[src/pkg/aspc_pkg.sv]
package aspc_pkg;
    // Register map
    localparam logic [11:0] ADDR_STAT_CTRL1 = 12'hF95;
    localparam logic [11:0] ADDR_CTRL2      = 12'hF96;
    localparam logic [11:0] ADDR_DATA       = 12'hF97;
    localparam int          ADDR_MIN_W      = 12;

    // Status register bit positions
    localparam int BIT_PARITY_ERROR_FLAG = 7;
    localparam int BIT_FRAMING_ERROR_FLAG = 6;
    localparam int BIT_OVERRUN_ERROR_FLAG = 5;
    localparam int BIT_RX_BUFFER_FULL_FLAG = 4;
    localparam int BIT_TRANSMIT_DONE_FLAG = 3;
    localparam int BIT_TX_BUFFER_EMPTY_FLAG = 2;

    // Control one fields
    localparam int BIT_TXE  = 7;
    localparam int BIT_RXE  = 6;
    localparam int BIT_TX_STOP_LENGTH = 5;
    localparam int BIT_EVEN = 4;
    localparam int BIT_PE   = 3;
    localparam int BRG_HI   = 2;
    localparam int BRG_LO   = 0;

    // Control two fields
    localparam int NF_HI      = 2;
    localparam int NF_LO      = 1;
    localparam int BIT_RX_STOP_LENGTH = 0;

    // Reset values
    localparam logic [7:0] CTRL1_RESET  = 8'h00;
    localparam logic [2:0] CTRL2_RESET  = 3'h0;
    localparam logic [7:0] BYTE_RESET   = 8'h00;

    // Baud source codes and divider figures in system clocks
    localparam logic [2:0] BRG_EXT = 3'h6;
    localparam logic [8:0] DIV_13  = 9'h00D;
    localparam logic [8:0] DIV_26  = 9'h01A;
    localparam logic [8:0] DIV_52  = 9'h034;
    localparam logic [8:0] DIV_104 = 9'h068;
    localparam logic [8:0] DIV_208 = 9'h0D0;
    localparam logic [8:0] DIV_416 = 9'h1A0;
    localparam logic [8:0] DIV_96  = 9'h060;

    // Sample ticks within a sixteen tick bit
    localparam logic [3:0] TICK_S0   = 4'h7;
    localparam logic [3:0] TICK_S1   = 4'h8;
    localparam logic [3:0] TICK_S2   = 4'h9;
    localparam logic [3:0] TICK_LAST = 4'hF;
    localparam logic [2:0] LAST_DATA = 3'h7;

    // Noise reject lengths in system clocks
    localparam logic [6:0] NF_LEN_1 = 7'h1F;
    localparam logic [6:0] NF_LEN_2 = 7'h3F;
    localparam logic [6:0] NF_LEN_3 = 7'h7F;

    // Frame sequencer states, Gray along the usual path
    typedef enum logic [2:0] {
        ASPC_IDLE   = 3'h0,
        ASPC_START  = 3'h1,
        ASPC_DATA   = 3'h3,
        ASPC_PARITY = 3'h2,
        ASPC_STOP1  = 3'h6,
        ASPC_STOP2  = 3'h7
    } aspc_state_t;
endpackage : aspc_pkg

[src/verilog/aspc_core.sv]
`timescale 1ns/1ps
// Notes on behaviour
// - After reset status reads error and full flags 0, done and empty 1.
// - Frame: one low start bit, optional parity, one or two high stops.
// - Source code 110 uses the external timer tick; bit is sixteen ticks.
// - Idle receiver samples the pin each tick and starts on a low level.
// - Each received bit is voted from samples at ticks 7, 8 and 9.
// - Enabled buffer write after a status read clears empty flag; byte is then shifted out.
// - At transmit start empty flag sets and transmit interrupt pulses.
// - Transmit pin stays high until first byte written, and after a disable once the current frame ends.
// - Completed frame loads data byte, sets full flag, pulses interrupt.
// - Frame arriving while buffer full sets overrun, byte discarded.
// - No reception starts while overrun flag is set.
// - Receive disable takes effect only when the current frame ends.
// - Parity error when computed parity differs from received parity.
// - Framing error when a sampled stop bit is 0.
// - Receive flags clear on buffer read following a status read.
// - Overrun set after the status read survives the buffer read.
// - Done flag sets when a byte is sent and buffer empty; clears on start.
// - Transmit stop length 0 gives one stop bit, 1 gives two.
// - Parity add enables the parity bit; sense picks odd or even.
// - Source codes pick clock divide 13..416, external timer, or 96.
// - Receive stop length 0 expects one stop bit, 1 expects two.
// - Noise filter rejects pulses under 31, 63 or 127 clocks; 00 none.
module aspc_core #(
    parameter int ADDR_W = 12
) (
    input  wire logic              mclk,
    input  wire logic              rst,
    input  wire logic [ADDR_W-1:0] reg_addr,
    input  wire logic [7:0]        reg_wdata,
    input  wire logic              reg_wr,
    input  wire logic              reg_rd,
    output logic      [7:0]        reg_rdata,
    input  wire logic              serial_in_pin,
    output logic                   serial_out_pin,
    input  wire logic              external_baud_timer_tick,
    output logic                   transmit_irq,
    output logic                   receive_irq
);
    if (ADDR_W < aspc_pkg::ADDR_MIN_W) begin : g_bad_addr
        $error("aspc_core: ADDR_W too small for the register map");
    end

    // Parity of a byte for the chosen sense
    function automatic logic par_of(input logic [7:0] d, input logic ev);
        par_of = ev ? (^d) : ~(^d);
    endfunction : par_of

    // Divider figure for a baud source code
    function automatic logic [8:0] div_of(input logic [2:0] sel);
        case (sel)
            3'h0:    div_of = aspc_pkg::DIV_13;
            3'h1:    div_of = aspc_pkg::DIV_26;
            3'h2:    div_of = aspc_pkg::DIV_52;
            3'h3:    div_of = aspc_pkg::DIV_104;
            3'h4:    div_of = aspc_pkg::DIV_208;
            3'h5:    div_of = aspc_pkg::DIV_416;
            default: div_of = aspc_pkg::DIV_96;
        endcase
    endfunction : div_of

    logic [7:0]          ctrl1_ff;
    logic [2:0]          ctrl2_ff;
    logic [7:0]          rx_buf_ff;
    logic [7:0]          tx_buf_ff;
    logic [7:0]          rdata_ff;
    logic                parity_error_flag_ff, framing_error_flag_ff, overrun_error_flag_ff, rx_buffer_full_flag_ff, transmit_done_flag_ff, tx_buffer_empty_flag_ff;
    logic                armed_ff;
    logic [3:0]          snap_ff;
    logic                tx_irq_ff, rx_irq_ff;
    logic [8:0]          div_cnt_ff;
    logic [6:0]          nf_cnt_ff;
    logic                nf_lvl_ff;
    aspc_pkg::aspc_state_t tx_st_ff, rx_st_ff;
    logic [3:0]          tx_tick_ff, rx_tick_ff;
    logic [2:0]          tx_bits_ff, rx_bits_ff;
    logic [7:0]          tx_sh_ff, rx_sh_ff;
    logic                tx_par_ff, rx_par_ff, out_ff;
    logic [1:0]          rx_smp_ff;
    logic                rx_fe_ff;

    logic                transmit_enable, receive_enable, tx_stop_length, even_par, pe, rx_stop_length;
    logic [2:0]          baud_source_select;
    logic [1:0]          nf_sel;
    logic [6:0]          nf_len;
    logic                xfer_tick, rx_in, vote;
    logic                wr_data, rd_data, rd_stat, wr_c1, wr_c2;
    logic                tx_start, tx_adv, tx_end, rx_end, rx_vote;
    logic [7:0]          status;

    // Field decode
    assign transmit_enable      = ctrl1_ff[aspc_pkg::BIT_TXE];
    assign receive_enable      = ctrl1_ff[aspc_pkg::BIT_RXE];
    assign tx_stop_length     = ctrl1_ff[aspc_pkg::BIT_TX_STOP_LENGTH];
    assign even_par = ctrl1_ff[aspc_pkg::BIT_EVEN];
    assign pe       = ctrl1_ff[aspc_pkg::BIT_PE];
    assign baud_source_select      = ctrl1_ff[aspc_pkg::BRG_HI:aspc_pkg::BRG_LO];
    assign nf_sel   = ctrl2_ff[aspc_pkg::NF_HI:aspc_pkg::NF_LO];
    assign rx_stop_length   = ctrl2_ff[aspc_pkg::BIT_RX_STOP_LENGTH];

    // Bus strobes; status and control one share an address
    assign rd_stat = reg_rd && (reg_addr == ADDR_W'(aspc_pkg::ADDR_STAT_CTRL1));
    assign wr_c1   = reg_wr && (reg_addr == ADDR_W'(aspc_pkg::ADDR_STAT_CTRL1));
    assign wr_c2   = reg_wr && (reg_addr == ADDR_W'(aspc_pkg::ADDR_CTRL2));
    assign rd_data = reg_rd && (reg_addr == ADDR_W'(aspc_pkg::ADDR_DATA));
    assign wr_data = reg_wr && (reg_addr == ADDR_W'(aspc_pkg::ADDR_DATA));

    assign status = {parity_error_flag_ff, framing_error_flag_ff, overrun_error_flag_ff, rx_buffer_full_flag_ff, transmit_done_flag_ff, tx_buffer_empty_flag_ff,
                     2'b00};

    // Control registers, write only
    always_ff @(posedge mclk or posedge rst) begin
        if (rst) begin
            ctrl1_ff <= aspc_pkg::CTRL1_RESET;
            ctrl2_ff <= aspc_pkg::CTRL2_RESET;
        end else begin
            if (wr_c1) begin
                ctrl1_ff <= reg_wdata;
            end
            if (wr_c2) begin
                ctrl2_ff <= reg_wdata[2:0];
            end
        end
    end

    // Read data, one cycle after the strobe; unmapped reads give zero
    always_ff @(posedge mclk or posedge rst) begin
        if (rst) begin
            rdata_ff <= aspc_pkg::BYTE_RESET;
        end else if (rd_stat) begin
            rdata_ff <= status;
        end else if (rd_data) begin
            rdata_ff <= rx_buf_ff;
        end else begin
            rdata_ff <= aspc_pkg::BYTE_RESET;
        end
    end
    assign reg_rdata = rdata_ff;

    // Transfer clock: system clock divider or external timer tick
    always_ff @(posedge mclk or posedge rst) begin
        if (rst) begin
            div_cnt_ff <= 9'h000;
        end else if (xfer_tick || baud_source_select == aspc_pkg::BRG_EXT) begin
            div_cnt_ff <= 9'h000;
        end else begin
            div_cnt_ff <= div_cnt_ff + 9'h001;
        end
    end
    assign xfer_tick = (baud_source_select == aspc_pkg::BRG_EXT) ? external_baud_timer_tick
                     : (div_cnt_ff == div_of(baud_source_select) - 9'h001);

    // Noise filter: a new level must hold for the selected length
    always_comb begin
        case (nf_sel)
            2'h1:    nf_len = aspc_pkg::NF_LEN_1;
            2'h2:    nf_len = aspc_pkg::NF_LEN_2;
            default: nf_len = aspc_pkg::NF_LEN_3;
        endcase
    end
    always_ff @(posedge mclk or posedge rst) begin
        if (rst) begin
            nf_cnt_ff <= 7'h00;
            nf_lvl_ff <= 1'b1;
        end else if (serial_in_pin == nf_lvl_ff) begin
            nf_cnt_ff <= 7'h00;
        end else if (nf_cnt_ff >= nf_len - 7'h01) begin
            nf_lvl_ff <= serial_in_pin;
            nf_cnt_ff <= 7'h00;
        end else begin
            nf_cnt_ff <= nf_cnt_ff + 7'h01;
        end
    end
    assign rx_in = (nf_sel == 2'h0) ? serial_in_pin : nf_lvl_ff;

    // Status flags and buffers; a set always beats a clear
    always_ff @(posedge mclk or posedge rst) begin
        if (rst) begin
            parity_error_flag_ff   <= 1'b0;
            framing_error_flag_ff   <= 1'b0;
            overrun_error_flag_ff   <= 1'b0;
            rx_buffer_full_flag_ff   <= 1'b0;
            transmit_done_flag_ff   <= 1'b1;
            tx_buffer_empty_flag_ff   <= 1'b1;
            armed_ff  <= 1'b0;
            snap_ff   <= 4'h0;
            rx_buf_ff <= aspc_pkg::BYTE_RESET;
            tx_buf_ff <= aspc_pkg::BYTE_RESET;
            tx_irq_ff <= 1'b0;
            rx_irq_ff <= 1'b0;
        end else begin
            tx_irq_ff <= tx_start;
            rx_irq_ff <= rx_end && !rx_buffer_full_flag_ff;
            if (rd_stat) begin
                armed_ff <= 1'b1;
                snap_ff  <= status[7:4];
            end else if (rd_data || wr_data) begin
                armed_ff <= 1'b0;
            end
            // Buffer read after status read clears what status showed
            if (rd_data && armed_ff) begin
                parity_error_flag_ff <= parity_error_flag_ff && !snap_ff[3];
                framing_error_flag_ff <= framing_error_flag_ff && !snap_ff[2];
                overrun_error_flag_ff <= overrun_error_flag_ff && !snap_ff[1];
                rx_buffer_full_flag_ff <= rx_buffer_full_flag_ff && !snap_ff[0];
            end
            if (wr_data && armed_ff && transmit_enable) begin
                tx_buf_ff <= reg_wdata;
                tx_buffer_empty_flag_ff   <= 1'b0;
            end
            if (tx_start) begin
                tx_buffer_empty_flag_ff <= 1'b1;
                transmit_done_flag_ff <= 1'b0;
            end
            if (tx_end && tx_buffer_empty_flag_ff && !(wr_data && armed_ff && transmit_enable)) begin
                transmit_done_flag_ff <= 1'b1;
            end
            if (rx_end) begin
                if (rx_buffer_full_flag_ff) begin
                    overrun_error_flag_ff <= 1'b1;
                end else begin
                    rx_buf_ff <= rx_sh_ff;
                    rx_buffer_full_flag_ff   <= 1'b1;
                    parity_error_flag_ff   <= pe && (rx_par_ff != par_of(rx_sh_ff,
                                                       even_par));
                    framing_error_flag_ff   <= rx_fe_ff || !vote;
                end
            end
        end
    end
    assign transmit_irq = tx_irq_ff;
    assign receive_irq  = rx_irq_ff;

    // Transmit sequencing strobes
    assign tx_start = (tx_st_ff == aspc_pkg::ASPC_IDLE) && transmit_enable && !tx_buffer_empty_flag_ff;
    assign tx_adv   = xfer_tick && (tx_tick_ff == aspc_pkg::TICK_LAST);
    assign tx_end   = tx_adv && ((tx_st_ff == aspc_pkg::ASPC_STOP2) ||
                      (tx_st_ff == aspc_pkg::ASPC_STOP1 && !tx_stop_length));

    // Transmitter frame sequencer
    always_ff @(posedge mclk or posedge rst) begin
        if (rst) begin
            tx_st_ff   <= aspc_pkg::ASPC_IDLE;
            tx_tick_ff <= 4'h0;
            tx_bits_ff <= 3'h0;
            tx_sh_ff   <= aspc_pkg::BYTE_RESET;
            tx_par_ff  <= 1'b0;
            out_ff     <= 1'b1;
        end else if (tx_st_ff == aspc_pkg::ASPC_IDLE) begin
            out_ff <= 1'b1;
            if (tx_start) begin
                tx_st_ff   <= aspc_pkg::ASPC_START;
                tx_sh_ff   <= tx_buf_ff;
                tx_par_ff  <= par_of(tx_buf_ff, even_par);
                tx_tick_ff <= 4'h0;
                tx_bits_ff <= 3'h0;
                out_ff     <= 1'b0;
            end
        end else begin
            if (xfer_tick) begin
                tx_tick_ff <= tx_tick_ff + 4'h1;
            end
            if (tx_adv) begin
                case (tx_st_ff)
                    aspc_pkg::ASPC_START: begin
                        tx_st_ff <= aspc_pkg::ASPC_DATA;
                        out_ff   <= tx_sh_ff[0];
                    end
                    aspc_pkg::ASPC_DATA: begin
                        tx_sh_ff   <= {1'b0, tx_sh_ff[7:1]};
                        tx_bits_ff <= tx_bits_ff + 3'h1;
                        if (tx_bits_ff != aspc_pkg::LAST_DATA) begin
                            out_ff <= tx_sh_ff[1];
                        end else if (pe) begin
                            tx_st_ff <= aspc_pkg::ASPC_PARITY;
                            out_ff   <= tx_par_ff;
                        end else begin
                            tx_st_ff <= aspc_pkg::ASPC_STOP1;
                            out_ff   <= 1'b1;
                        end
                    end
                    aspc_pkg::ASPC_PARITY: begin
                        tx_st_ff <= aspc_pkg::ASPC_STOP1;
                        out_ff   <= 1'b1;
                    end
                    aspc_pkg::ASPC_STOP1: begin
                        tx_st_ff <= tx_stop_length ? aspc_pkg::ASPC_STOP2
                                         : aspc_pkg::ASPC_IDLE;
                    end
                    default: begin
                        tx_st_ff <= aspc_pkg::ASPC_IDLE;
                        out_ff   <= 1'b1;
                    end
                endcase
            end
        end
    end
    assign serial_out_pin = out_ff;

    // Receive vote and frame completion
    assign vote    = (rx_smp_ff[0] & rx_smp_ff[1]) | (rx_smp_ff[0] & rx_in) |
                     (rx_smp_ff[1] & rx_in);
    assign rx_vote = xfer_tick && (rx_tick_ff == aspc_pkg::TICK_S2);
    assign rx_end  = rx_vote && ((rx_st_ff == aspc_pkg::ASPC_STOP2) ||
                     (rx_st_ff == aspc_pkg::ASPC_STOP1 && !rx_stop_length));

    // Receiver frame sequencer
    always_ff @(posedge mclk or posedge rst) begin
        if (rst) begin
            rx_st_ff   <= aspc_pkg::ASPC_IDLE;
            rx_tick_ff <= 4'h0;
            rx_bits_ff <= 3'h0;
            rx_sh_ff   <= aspc_pkg::BYTE_RESET;
            rx_par_ff  <= 1'b0;
            rx_smp_ff  <= 2'b11;
            rx_fe_ff   <= 1'b0;
        end else if (rx_st_ff == aspc_pkg::ASPC_IDLE) begin
            // Enable and overrun gate only a new frame
            if (xfer_tick && receive_enable && !overrun_error_flag_ff && !rx_in) begin
                rx_st_ff   <= aspc_pkg::ASPC_START;
                rx_tick_ff <= 4'h1;
                rx_bits_ff <= 3'h0;
                rx_fe_ff   <= 1'b0;
            end
        end else if (xfer_tick) begin
            rx_tick_ff <= rx_tick_ff + 4'h1;
            if (rx_tick_ff == aspc_pkg::TICK_S0) begin
                rx_smp_ff[0] <= rx_in;
            end
            if (rx_tick_ff == aspc_pkg::TICK_S1) begin
                rx_smp_ff[1] <= rx_in;
            end
            if (rx_end) begin
                rx_st_ff <= aspc_pkg::ASPC_IDLE;
            end else if (rx_vote) begin
                case (rx_st_ff)
                    aspc_pkg::ASPC_START: begin
                        if (vote) begin
                            rx_st_ff <= aspc_pkg::ASPC_IDLE;
                        end
                    end
                    aspc_pkg::ASPC_DATA: begin
                        rx_sh_ff <= {vote, rx_sh_ff[7:1]};
                    end
                    aspc_pkg::ASPC_PARITY: begin
                        rx_par_ff <= vote;
                    end
                    default: begin
                        rx_fe_ff <= !vote;
                    end
                endcase
            end else if (rx_tick_ff == aspc_pkg::TICK_LAST) begin
                case (rx_st_ff)
                    aspc_pkg::ASPC_START: begin
                        rx_st_ff <= aspc_pkg::ASPC_DATA;
                    end
                    aspc_pkg::ASPC_DATA: begin
                        rx_bits_ff <= rx_bits_ff + 3'h1;
                        if (rx_bits_ff == aspc_pkg::LAST_DATA) begin
                            rx_st_ff <= pe ? aspc_pkg::ASPC_PARITY
                                           : aspc_pkg::ASPC_STOP1;
                        end
                    end
                    aspc_pkg::ASPC_PARITY: begin
                        rx_st_ff <= aspc_pkg::ASPC_STOP1;
                    end
                    default: begin
                        rx_st_ff <= aspc_pkg::ASPC_STOP2;
                    end
                endcase
            end
        end
    end

    // Checks
    AST_RESET_STATUS: assert property (@(posedge mclk)
        $fell(rst) |-> status == 8'h0C)
        else $error("status wrong after reset");
    AST_IDLE_HIGH: assert property (@(posedge mclk) disable iff (rst)
        (tx_st_ff == aspc_pkg::ASPC_IDLE) |-> serial_out_pin)
        else $error("transmit pin low while idle");
    AST_START_LOW: assert property (@(posedge mclk) disable iff (rst)
        tx_start |=> !serial_out_pin && tx_buffer_empty_flag_ff && transmit_irq)
        else $error("transmit start without low start bit");
    AST_WRITE_EMPTY: assert property (@(posedge mclk)
        disable iff (rst)
        wr_data && armed_ff && transmit_enable && !tx_start |=> !tx_buffer_empty_flag_ff)
        else $error("buffer write did not clear empty flag");
    AST_NO_ARM: assert property (@(posedge mclk) disable iff (rst)
        wr_data && !armed_ff && tx_buffer_empty_flag_ff && !tx_start |=> tx_buffer_empty_flag_ff)
        else $error("unarmed write started transmission");
    AST_OVERRUN: assert property (@(posedge mclk) disable iff (rst)
        rx_end && rx_buffer_full_flag_ff |=> overrun_error_flag_ff && rx_buf_ff == $past(rx_buf_ff))
        else $error("overrun not flagged or buffer altered");
    AST_LOAD: assert property (@(posedge mclk) disable iff (rst)
        rx_end && !rx_buffer_full_flag_ff |=> rx_buffer_full_flag_ff && receive_irq)
        else $error("receive load failed");
    AST_BLOCK: assert property (@(posedge mclk) disable iff (rst)
        overrun_error_flag_ff && rx_st_ff == aspc_pkg::ASPC_IDLE
        |=> rx_st_ff == aspc_pkg::ASPC_IDLE)
        else $error("reception started during overrun");
    AST_RDBACK: assert property (@(posedge mclk) disable iff (rst)
        rd_stat |=> reg_rdata == $past(status))
        else $error("status readback mismatch");
    // A later change of source legally ends the divide by 13 period
    AST_DIV: assert property (@(posedge mclk) disable iff (rst)
        baud_source_select == 3'h0 && xfer_tick && !wr_c1
        |-> ##13 (xfer_tick || baud_source_select != 3'h0))
        else $error("divide by 13 period wrong");

    COV_TX: cover property (@(posedge mclk) disable iff (rst) tx_end);
    COV_RX: cover property (@(posedge mclk) disable iff (rst)
        rx_end && !rx_buffer_full_flag_ff);
    COV_OVR: cover property (@(posedge mclk) disable iff (rst)
        rx_end && rx_buffer_full_flag_ff);
endmodule : aspc_core

[config.mk]
export PLATFORM = sky130hd
export DESIGN_NAME = aspc_core
export DESIGN_NICKNAME = d
export VERILOG_FILES = /design/src/pkg/aspc_pkg.sv /design/src/verilog/aspc_core.sv
export SDC_FILE = /design/constraint.sdc
export NUM_CORES = 1
export LEC_CHECK = 0
export BUFFER_PORTS_ARGS = -buffer_cell sky130_fd_sc_hd__buf_2
export CORE_ASPECT_RATIO = 0.6
export CORE_UTILIZATION = 35
export CTS_BUF_LIST = sky130_fd_sc_hd__clkbuf_2 sky130_fd_sc_hd__clkbuf_4 sky130_fd_sc_hd__clkbuf_8
export DETAILED_ROUTE_END_ITERATION = 10
export PLACE_DENSITY = 0.5
export SLEW_MARGIN = 20
export SYNTH_ARGS = -nofsm -noshare
export SYNTH_HDL_FRONTEND = slang
export SYNTH_SLANG_ARGS = --single-unit
[constraint.sdc]
create_clock -name mclk -period 7.3 [get_ports mclk]
set_clock_uncertainty 0.05 [all_clocks]
set_input_delay 0.365 -clock mclk [delete_from_list [all_inputs] [get_ports mclk]]
set_output_delay 0.365 -clock mclk [all_outputs]
set_load 0.02 [all_outputs]
### Word level (Yosys, flattened, before mapping)

Cells that the tools add are included.

| word-level totals | value |
|---|---|
| bits in registers | 107 |
| input port bits | 26 |
| output and inout bits | 11 |
| word-level logic and storage cells | 249 |

| cells by class | value |
|---|---|
| add/sub/neg operators | 8 |
| magnitude comparators | 1 |
| equality and inequality tests | 41 |
| multiplexer cells | 79 |
| bitwise logic cells | 11 |
| reduce and logical (&&, ||, !) cells | 77 |

Operators by type and width:

| cell | number |
|---|---|
| 3-bit 2-to-1 mux | 26 |
| 9-bit one-hot mux with 6 select lines | 1 |
| 8-bit 2-to-1 mux | 6 |
| 12-bit == test (second input constant) | 3 |
| 1-bit 2-to-1 mux | 33 |
| 1-bit logical AND | 27 |
| 3-bit == test (second input constant) | 8 |
| 4-bit 2-to-1 mux | 6 |
| 2-bit nonzero test | 10 |
| 3-bit by 2-bit == test with 1-bit output (second input constant) | 6 |
| 4-bit == test (second input constant) | 4 |
| 8-bit parity | 2 |
| 5-bit AND reduction | 3 |
| 7-bit 2-to-1 mux | 2 |
| 7-bit one-hot mux with 2 select lines | 1 |
| 1-bit logical NOT | 12 |
| 3-bit one-hot mux with 4 select lines | 1 |
| 2-bit AND reduction | 6 |
| 3-bit AND reduction | 4 |
| 6-bit AND reduction | 2 |
| 2-bit by 1-bit != test with 1-bit output (second input constant) | 5 |
| 9-bit by 1-bit adder with 9-bit output (second input constant) | 1 |
| 3-bit by 1-bit == test with 1-bit output (second input constant) | 3 |
| 9-bit == test | 1 |
| 27 further kinds | 44 |

### Longest topological paths before layout

| depth | value |
|---|---|
| depth after elaboration | 11 |
| mapped depth | 12 |
| gate-level depth less buffers | 8 |

### Least setup slack after synthesis

No wires, ideal clock.

| timing | value |
|---|---|
| kind | reg-to-reg |
| start | register ctrl1_ff[1] |
| end | register rx_buf_ff[0] |
| setup time | 125 ps |
| arrival time | 2,482 ps |
| data required time | 7,125 ps |
| path slack | 4,643 ps |
| cell stages (with the launch flop) | 11 |
| path buffers | 3 |
| period minus slack after synthesis | 2,657 ps |
| path through | dfrtp_1 > buf_6 > xor2_1 > or4_1 > o211ai_2 > nand4_4 > and2_4 > buf_6 > or4_4 > buf_6 > mux2_4 |

| between the ends | value |
|---|---|
| cells in the longest elaborated chain, start to end | 8 |
| elaborated cells between the ends (all ways) | 14 |
| classes of those cells | 1 x add/sub; 7 x eq/ne; 2 x mux; 4 x reduce/logical |

RTL lines:

| item | line | source |
|---|---|---|
| from (decl) | aspc_core.sv:63 | `logic [7:0] ctrl1_ff;` |
| from (signal assigned) | aspc_core.sv:115 | `ctrl1_ff <= aspc_pkg::CTRL1_RESET;` |
| from (signal assigned) | aspc_core.sv:119 | `ctrl1_ff <= reg_wdata;` |
| 3-bit == test (tied with other cells) | aspc_core.sv:52 | `case (sel)` |
| 9-bit one-hot mux with 6 select lines | aspc_core.sv:52 |  |
| 9-bit by 1-bit subtractor with 9-bit output | aspc_core.sv:152 | `: (div_cnt_ff == div_of(baud_source_select) - 9'h001);` |
| 9-bit == test | aspc_core.sv:152 |  |
| 1-bit 2-to-1 mux (*) | aspc_core.sv:151 | `assign xfer_tick = (baud_source_select == aspc_pkg::BRG_EXT) ? external_baud_timer_tick` |
| 1-bit logical AND (*) | aspc_core.sv:304 | `assign rx_vote = xfer_tick && (rx_tick_ff == aspc_pkg::TICK_S2);` |
| 1-bit logical AND (*) | aspc_core.sv:305 | `assign rx_end = rx_vote && ((rx_st_ff == aspc_pkg::ASPC_STOP2) \|\|` |
| 2-bit AND reduction (no line) (*) | n/a |  |
| to (signal assigned) | aspc_core.sv:188 | `rx_buf_ff <= aspc_pkg::BYTE_RESET;` |
| to (signal assigned) | aspc_core.sv:223 | `rx_buf_ff <= rx_sh_ff;` |
| to (decl) | aspc_core.sv:65 | `logic [7:0] rx_buf_ff;` |

Every way passes the cells marked *; elsewhere a longest branch is shown, timed or not.
A chain may end at the register's enable or synchronous reset.

### Worst setup path in the final report

| timing | value |
|---|---|
| start | register tx_st_ff[1] |
| end | register tx_sh_ff[4] |

| between the ends | value |
|---|---|
| cells in the longest elaborated chain, start to end | 5 |
| elaborated cells between the ends (all ways) | 9 |
| classes of those cells | 2 x eq/ne; 1 x mux; 6 x reduce/logical |

RTL lines:

| item | line | source |
|---|---|---|
| from (decl) | aspc_core.sv:75 | `aspc_pkg::aspc_state_t tx_st_ff, rx_st_ff;` |
| from (signal assigned) | aspc_core.sv:244 | `tx_st_ff <= aspc_pkg::ASPC_IDLE;` |
| from (signal assigned) | aspc_core.sv:253 | `tx_st_ff <= aspc_pkg::ASPC_START;` |
| from (signal assigned) | aspc_core.sv:267 | `tx_st_ff <= aspc_pkg::ASPC_DATA;` |
| 3-bit logical NOT | aspc_core.sv:236, aspc_core.sv:250 |  |
| 1-bit logical AND (2 in series) | aspc_core.sv:236 | `assign tx_start = (tx_st_ff == aspc_pkg::ASPC_IDLE) && transmit_enable && !tx_buffer_empty_flag_ff;` |
| 2-bit != test (no line) | n/a |  |
| 3-bit AND reduction (no line) | n/a |  |
| to (signal assigned) | aspc_core.sv:247 | `tx_sh_ff <= aspc_pkg::BYTE_RESET;` |
| to (signal assigned) | aspc_core.sv:254 | `tx_sh_ff <= tx_buf_ff;` |
| to (signal assigned) | aspc_core.sv:271 | `tx_sh_ff <= {1'b0, tx_sh_ff[7:1]};` |
| to (decl) | aspc_core.sv:78 | `logic [7:0] tx_sh_ff, rx_sh_ff;` |

Several ways; a longest one is shown, not always the timed one.

==> results.txt <==
----------------------------------------------------
[STA]
  Final period demand of the worst path ... 3.08 ns
  Maximum achievable frequency ... roughly 320 MHz
  Relative slew slack ... 0.328
  Final hold vios ... 0
  Final total negative setup slack ... 0 ns
  Final number of max-transition violations ... 0
  Unrepaired setup endpoints after global routing ... no
  Share of the clock period used by the worst path after layout ... 0.422
  Measured slew at the worst slew-check pin ... around 1 ns
  Count of final setup violators ... 0

[Die]
  Area of the die ... between 15000 and 20000 µm²
  Horizontal die dimension ... ~160 µm
  Initial Utilization ... 0.365
  Area of the core ... approximately 15000 µm²
  Number of primary I/O pins ... 37
  Vertical extent of the die ... slightly below 100 µm
  Count of standard-cell rows ... 34

[Synth]
  Post-synth top cells ... sky130_fd_sc_hd__dfrtp_1 (101), sky130_fd_sc_hd__mux2_2 (36), sky130_fd_sc_hd__nand2_1 (32)
  Cell count after synthesis ... 474
  Post-Synthesis Cell Area ... around 5400 µm²
  Average instance area after synthesis ... about 11 µm²
  Synthesis Warnings ... 0
  Main flop type after synthesis ... sky130_fd_sc_hd__dfrtp_1
  Library cell occupying the most area in the post-synthesis netlist ... sky130_fd_sc_hd__dfrtp_1
  Synth top area share ... 0.470
  Syn_nets ... between 500 and 600
  Share of flip-flops with an asynchronous set or reset after synthesis ... 1.00
  Fraction of the yosys area taken by sequential cells ... 0.500
  Area contributors post-synth ... sky130_fd_sc_hd__dfrtp_1 (47%), sky130_fd_sc_hd__mux2_2 (7.5%), sky130_fd_sc_hd__ha_1 (3.5%)
  Cell with the most instances after synthesis ... sky130_fd_sc_hd__dfrtp_1
  Count of distinct cell types in the synthesized netlist ... between 60 and 70
  Yosys reg bits ... 107
  Count of flip-flops with a built-in enable after synthesis ... 0

[Final layout]
  Fraction of layout cells with a size suffix above 1 ... 0.231
  Final core occ ... 0.402
  Total number of nets in the final design ... 546
  Diode insertion count for antenna repair ... 0
  Post-route non-filler standard cell count ... ~700
  Synthesis-to-finish area growth ... 10.2%

[Global routing]
  Vias in the first global route ... around 3700
  Pin count of the biggest net entering global routing ... 55
  First-pass GRT wire length ... between 15000 and 20000 µm
  Global Route Usage Sum ... 0.157
  Initial antenna violation count ... 0
  GR Overflow Total ... 0

[Critical path]
  Worst Setup Start Kind ... register
  Critical path startpoint ... tx_st_ff[1]
  Required time of the critical path ... 7.54 ns
  Signal arrival time at the worst endpoint ... around 3.3 ns
  CP max FO ... 13
  Number of cells on the worst reg-to-reg path ... 8
  R2R Setup Slk ... between 4 and 5 ns
  Endpoint type of the worst setup path ... register
  Launching point of the worst reg2reg path ... tx_st_ff[1]
  Category of the critical setup timing path ... reg -> reg
  Worst reg2reg endpoint ... tx_sh_ff[4]

[Clock network]
  Setup repair bufs after CTS ... 0
  CTS resizes ... 0
  Clock tree sinks ... 107
  Clock-pin slew on the worst setup and hold paths ... between 0.1 and 0.15 ns
  Count of hold buffers inserted by post-cts repair ... 0
  Insertion delay to the later sink of the worst-skew pair ... between 0.3 and 0.4 ns
  Buffer cell driving the clock tree root ... sky130_fd_sc_hd__clkbuf_8
  # H-tree levels ... 3
  Clock tree from TritonCTS ... done
  Number of buffers on the longest clock path ... 2
  Inserted Clock Buffers ... 9

[Route]
  Routed length per instance ... approximately 16 µm
  Detailed Routing Iterations Pass 1 ... 4
  Final antenna-violating net count ... 0
  Routed Wire Length ... 11400 µm
  Post-route DRC violation count ... 0
  Mean number of vias per cell ... a little over 5
  Total vias in the final route ... 3668
  Number of DRC violations after detailed-routing iteration 0 ... approximately 170

[Power and ir drop]
  Leakage power ... approximately 2.8 nW
  Share of power burned in the clock network ... 0.322
  Maximum vdd ir drop ... between 80 and 90 µV
  Sequential power share ... 0.550
  Fraction of power spent switching nets ... 0.296
  Ratio of total power to cell area ... ~210 nW/µm²
  Fraction of power consumed by combinational cells ... 0.128
  Sw power ... approximately 0.36 mW
  Internal ... 0.864 mW

[Place]
  Gp weighted congestion ... ~0.75
  Detailed placement HPWL ... 8210 µm
  Number of buffer cells added on primary ports ... 36
  Instance count after placement with tap cells included ... between 600 and 700

[Hold path]
  Min-delay worst type ... in -> async

[Run]
  Max-Cap Viols ... 0

[Status]
  Outcome ... finished clean

----------------------------------------------------
[cell families after synthesis]
logic type	after synthesis	synth area share
and+or+nand+nor	149	0.154
DFF	107	0.500
AOI/OAI and AO/OA	84	0.116
muxes	51	0.110
buffers and inverters	36	0.0328
xor gates and xnor gates	31	0.0505
adders and majority gates	16	0.0368
[worst max path at each step]
stage          depth (start not counted)  slack, ns          end
2_1_floorplan                          1       4.08     armed_ff
3_3_place_gp                           8       4.16  tx_sh_ff[5]
3_5_place_dp                           8       4.21  tx_sh_ff[4]
4_1_cts                                8       4.18  tx_sh_ff[4]
5_1_grt                                8       3.98  tx_sh_ff[0]
6_report                               8       4.22  tx_sh_ff[4]
[layer usage]
| metal | GRT usage | vias up | part of all wire | wire length [µm] |
|---|---|---|---|---|
| met1 | 0.236 | 1848 | 0.55 | 6280 |
| met3 | 0.0348 | 9 | 0.030 | 347 |
| met4 | 0.0406 | 0 | 0.0090 | 103 |
| li1 | - | 1753 | - | - |
| met5 | 0 | - | 0 | 0 |
| met2 | 0.224 | 58 | 0.41 | 4670 |
[registers in the layout, summed over array words and instances, names as in the netlist, 2 cells and up]
signal and flops:
rx_sh_ff 8, tx_sh_ff 8, rx_smp_ff 2, rx_st_ff 3, snap_ff 4, tx_tick_ff 4, ctrl2_ff 3, rx_bits_ff 3
reg_rdata 8, rx_buf_ff 8, rx_tick_ff 4, nf_cnt_ff 7, tx_buf_ff 8, tx_st_ff 3, div_cnt_ff 9, tx_bits_ff 3
ctrl1_ff 8
[placed cells by master, fill, tap and decap left out, drive strengths merged, types with 6 or more instances in the layout]
| cell type | count |
|---|---|
| clkbuf | 10 |
| xnor2 | 18 |
| nand2b | 7 |
| nand2 | 32 |
| nor2 | 30 |
| dfstp | 6 |
| nand3 | 19 |
| a21o | 8 |
| inv | 22 |
| xor2 | 13 |
| and2 | 6 |
| dfrtp | 101 |
| o21ai | 19 |
| buf | 37 |
| a21oi | 6 |
| ha | 15 |
| nor3 | 10 |
| mux2i | 8 |
| nor2b | 8 |
| mux2 | 43 |
| a22o | 21 |
[critical path, cell delays in order, from the launching register on]
cell	delay (ns)
sky130_fd_sc_hd__dfrtp_1	0.48
sky130_fd_sc_hd__nor3_1	0.84
sky130_fd_sc_hd__nand3b_2	0.34
sky130_fd_sc_hd__inv_2	0.29
sky130_fd_sc_hd__a21oi_1	0.13
sky130_fd_sc_hd__a21o_1	0.18
sky130_fd_sc_hd__a31o_2	0.31
sky130_fd_sc_hd__a22o_1	0.22
sky130_fd_sc_hd__a21o_1	0.15
[final cells by class]
type,count,area (µm²)
fill,1494,8800
sequential,107,2690
multi-input combinational,331,2510
tap,198,248
timing repair buffer,37,188
clock buffer,10,131
clock inverter,6,81.3
inverter,19,73.8
[power groups by stage]
stage                     combinational [mW]  clock [mW]  sequential, mW
after global placement                 0.156           0           0.684
after global routing                   0.182       0.432           0.682
after floorplan                        0.132           0           0.665
after detailed placement               0.161           0           0.685
after CTS                              0.161       0.409           0.674
final                                  0.157       0.394           0.675
[stage by stage]
stage	hold slack [ns]	total power, mW	setup slack, ns	instance area [µm²]
after floorplan	0.399	0.798	4.08	5370
after global placement	0.409	0.840	4.16	5710
after detailed placement	0.416	0.846	4.21	5710
after CTS	0.0520	1.24	4.18	5920
after global routing	0.0779	1.30	3.98	5920
final	0.0346	1.23	4.22	5920
No activity file was read; power rests on OpenSTA's default activity.
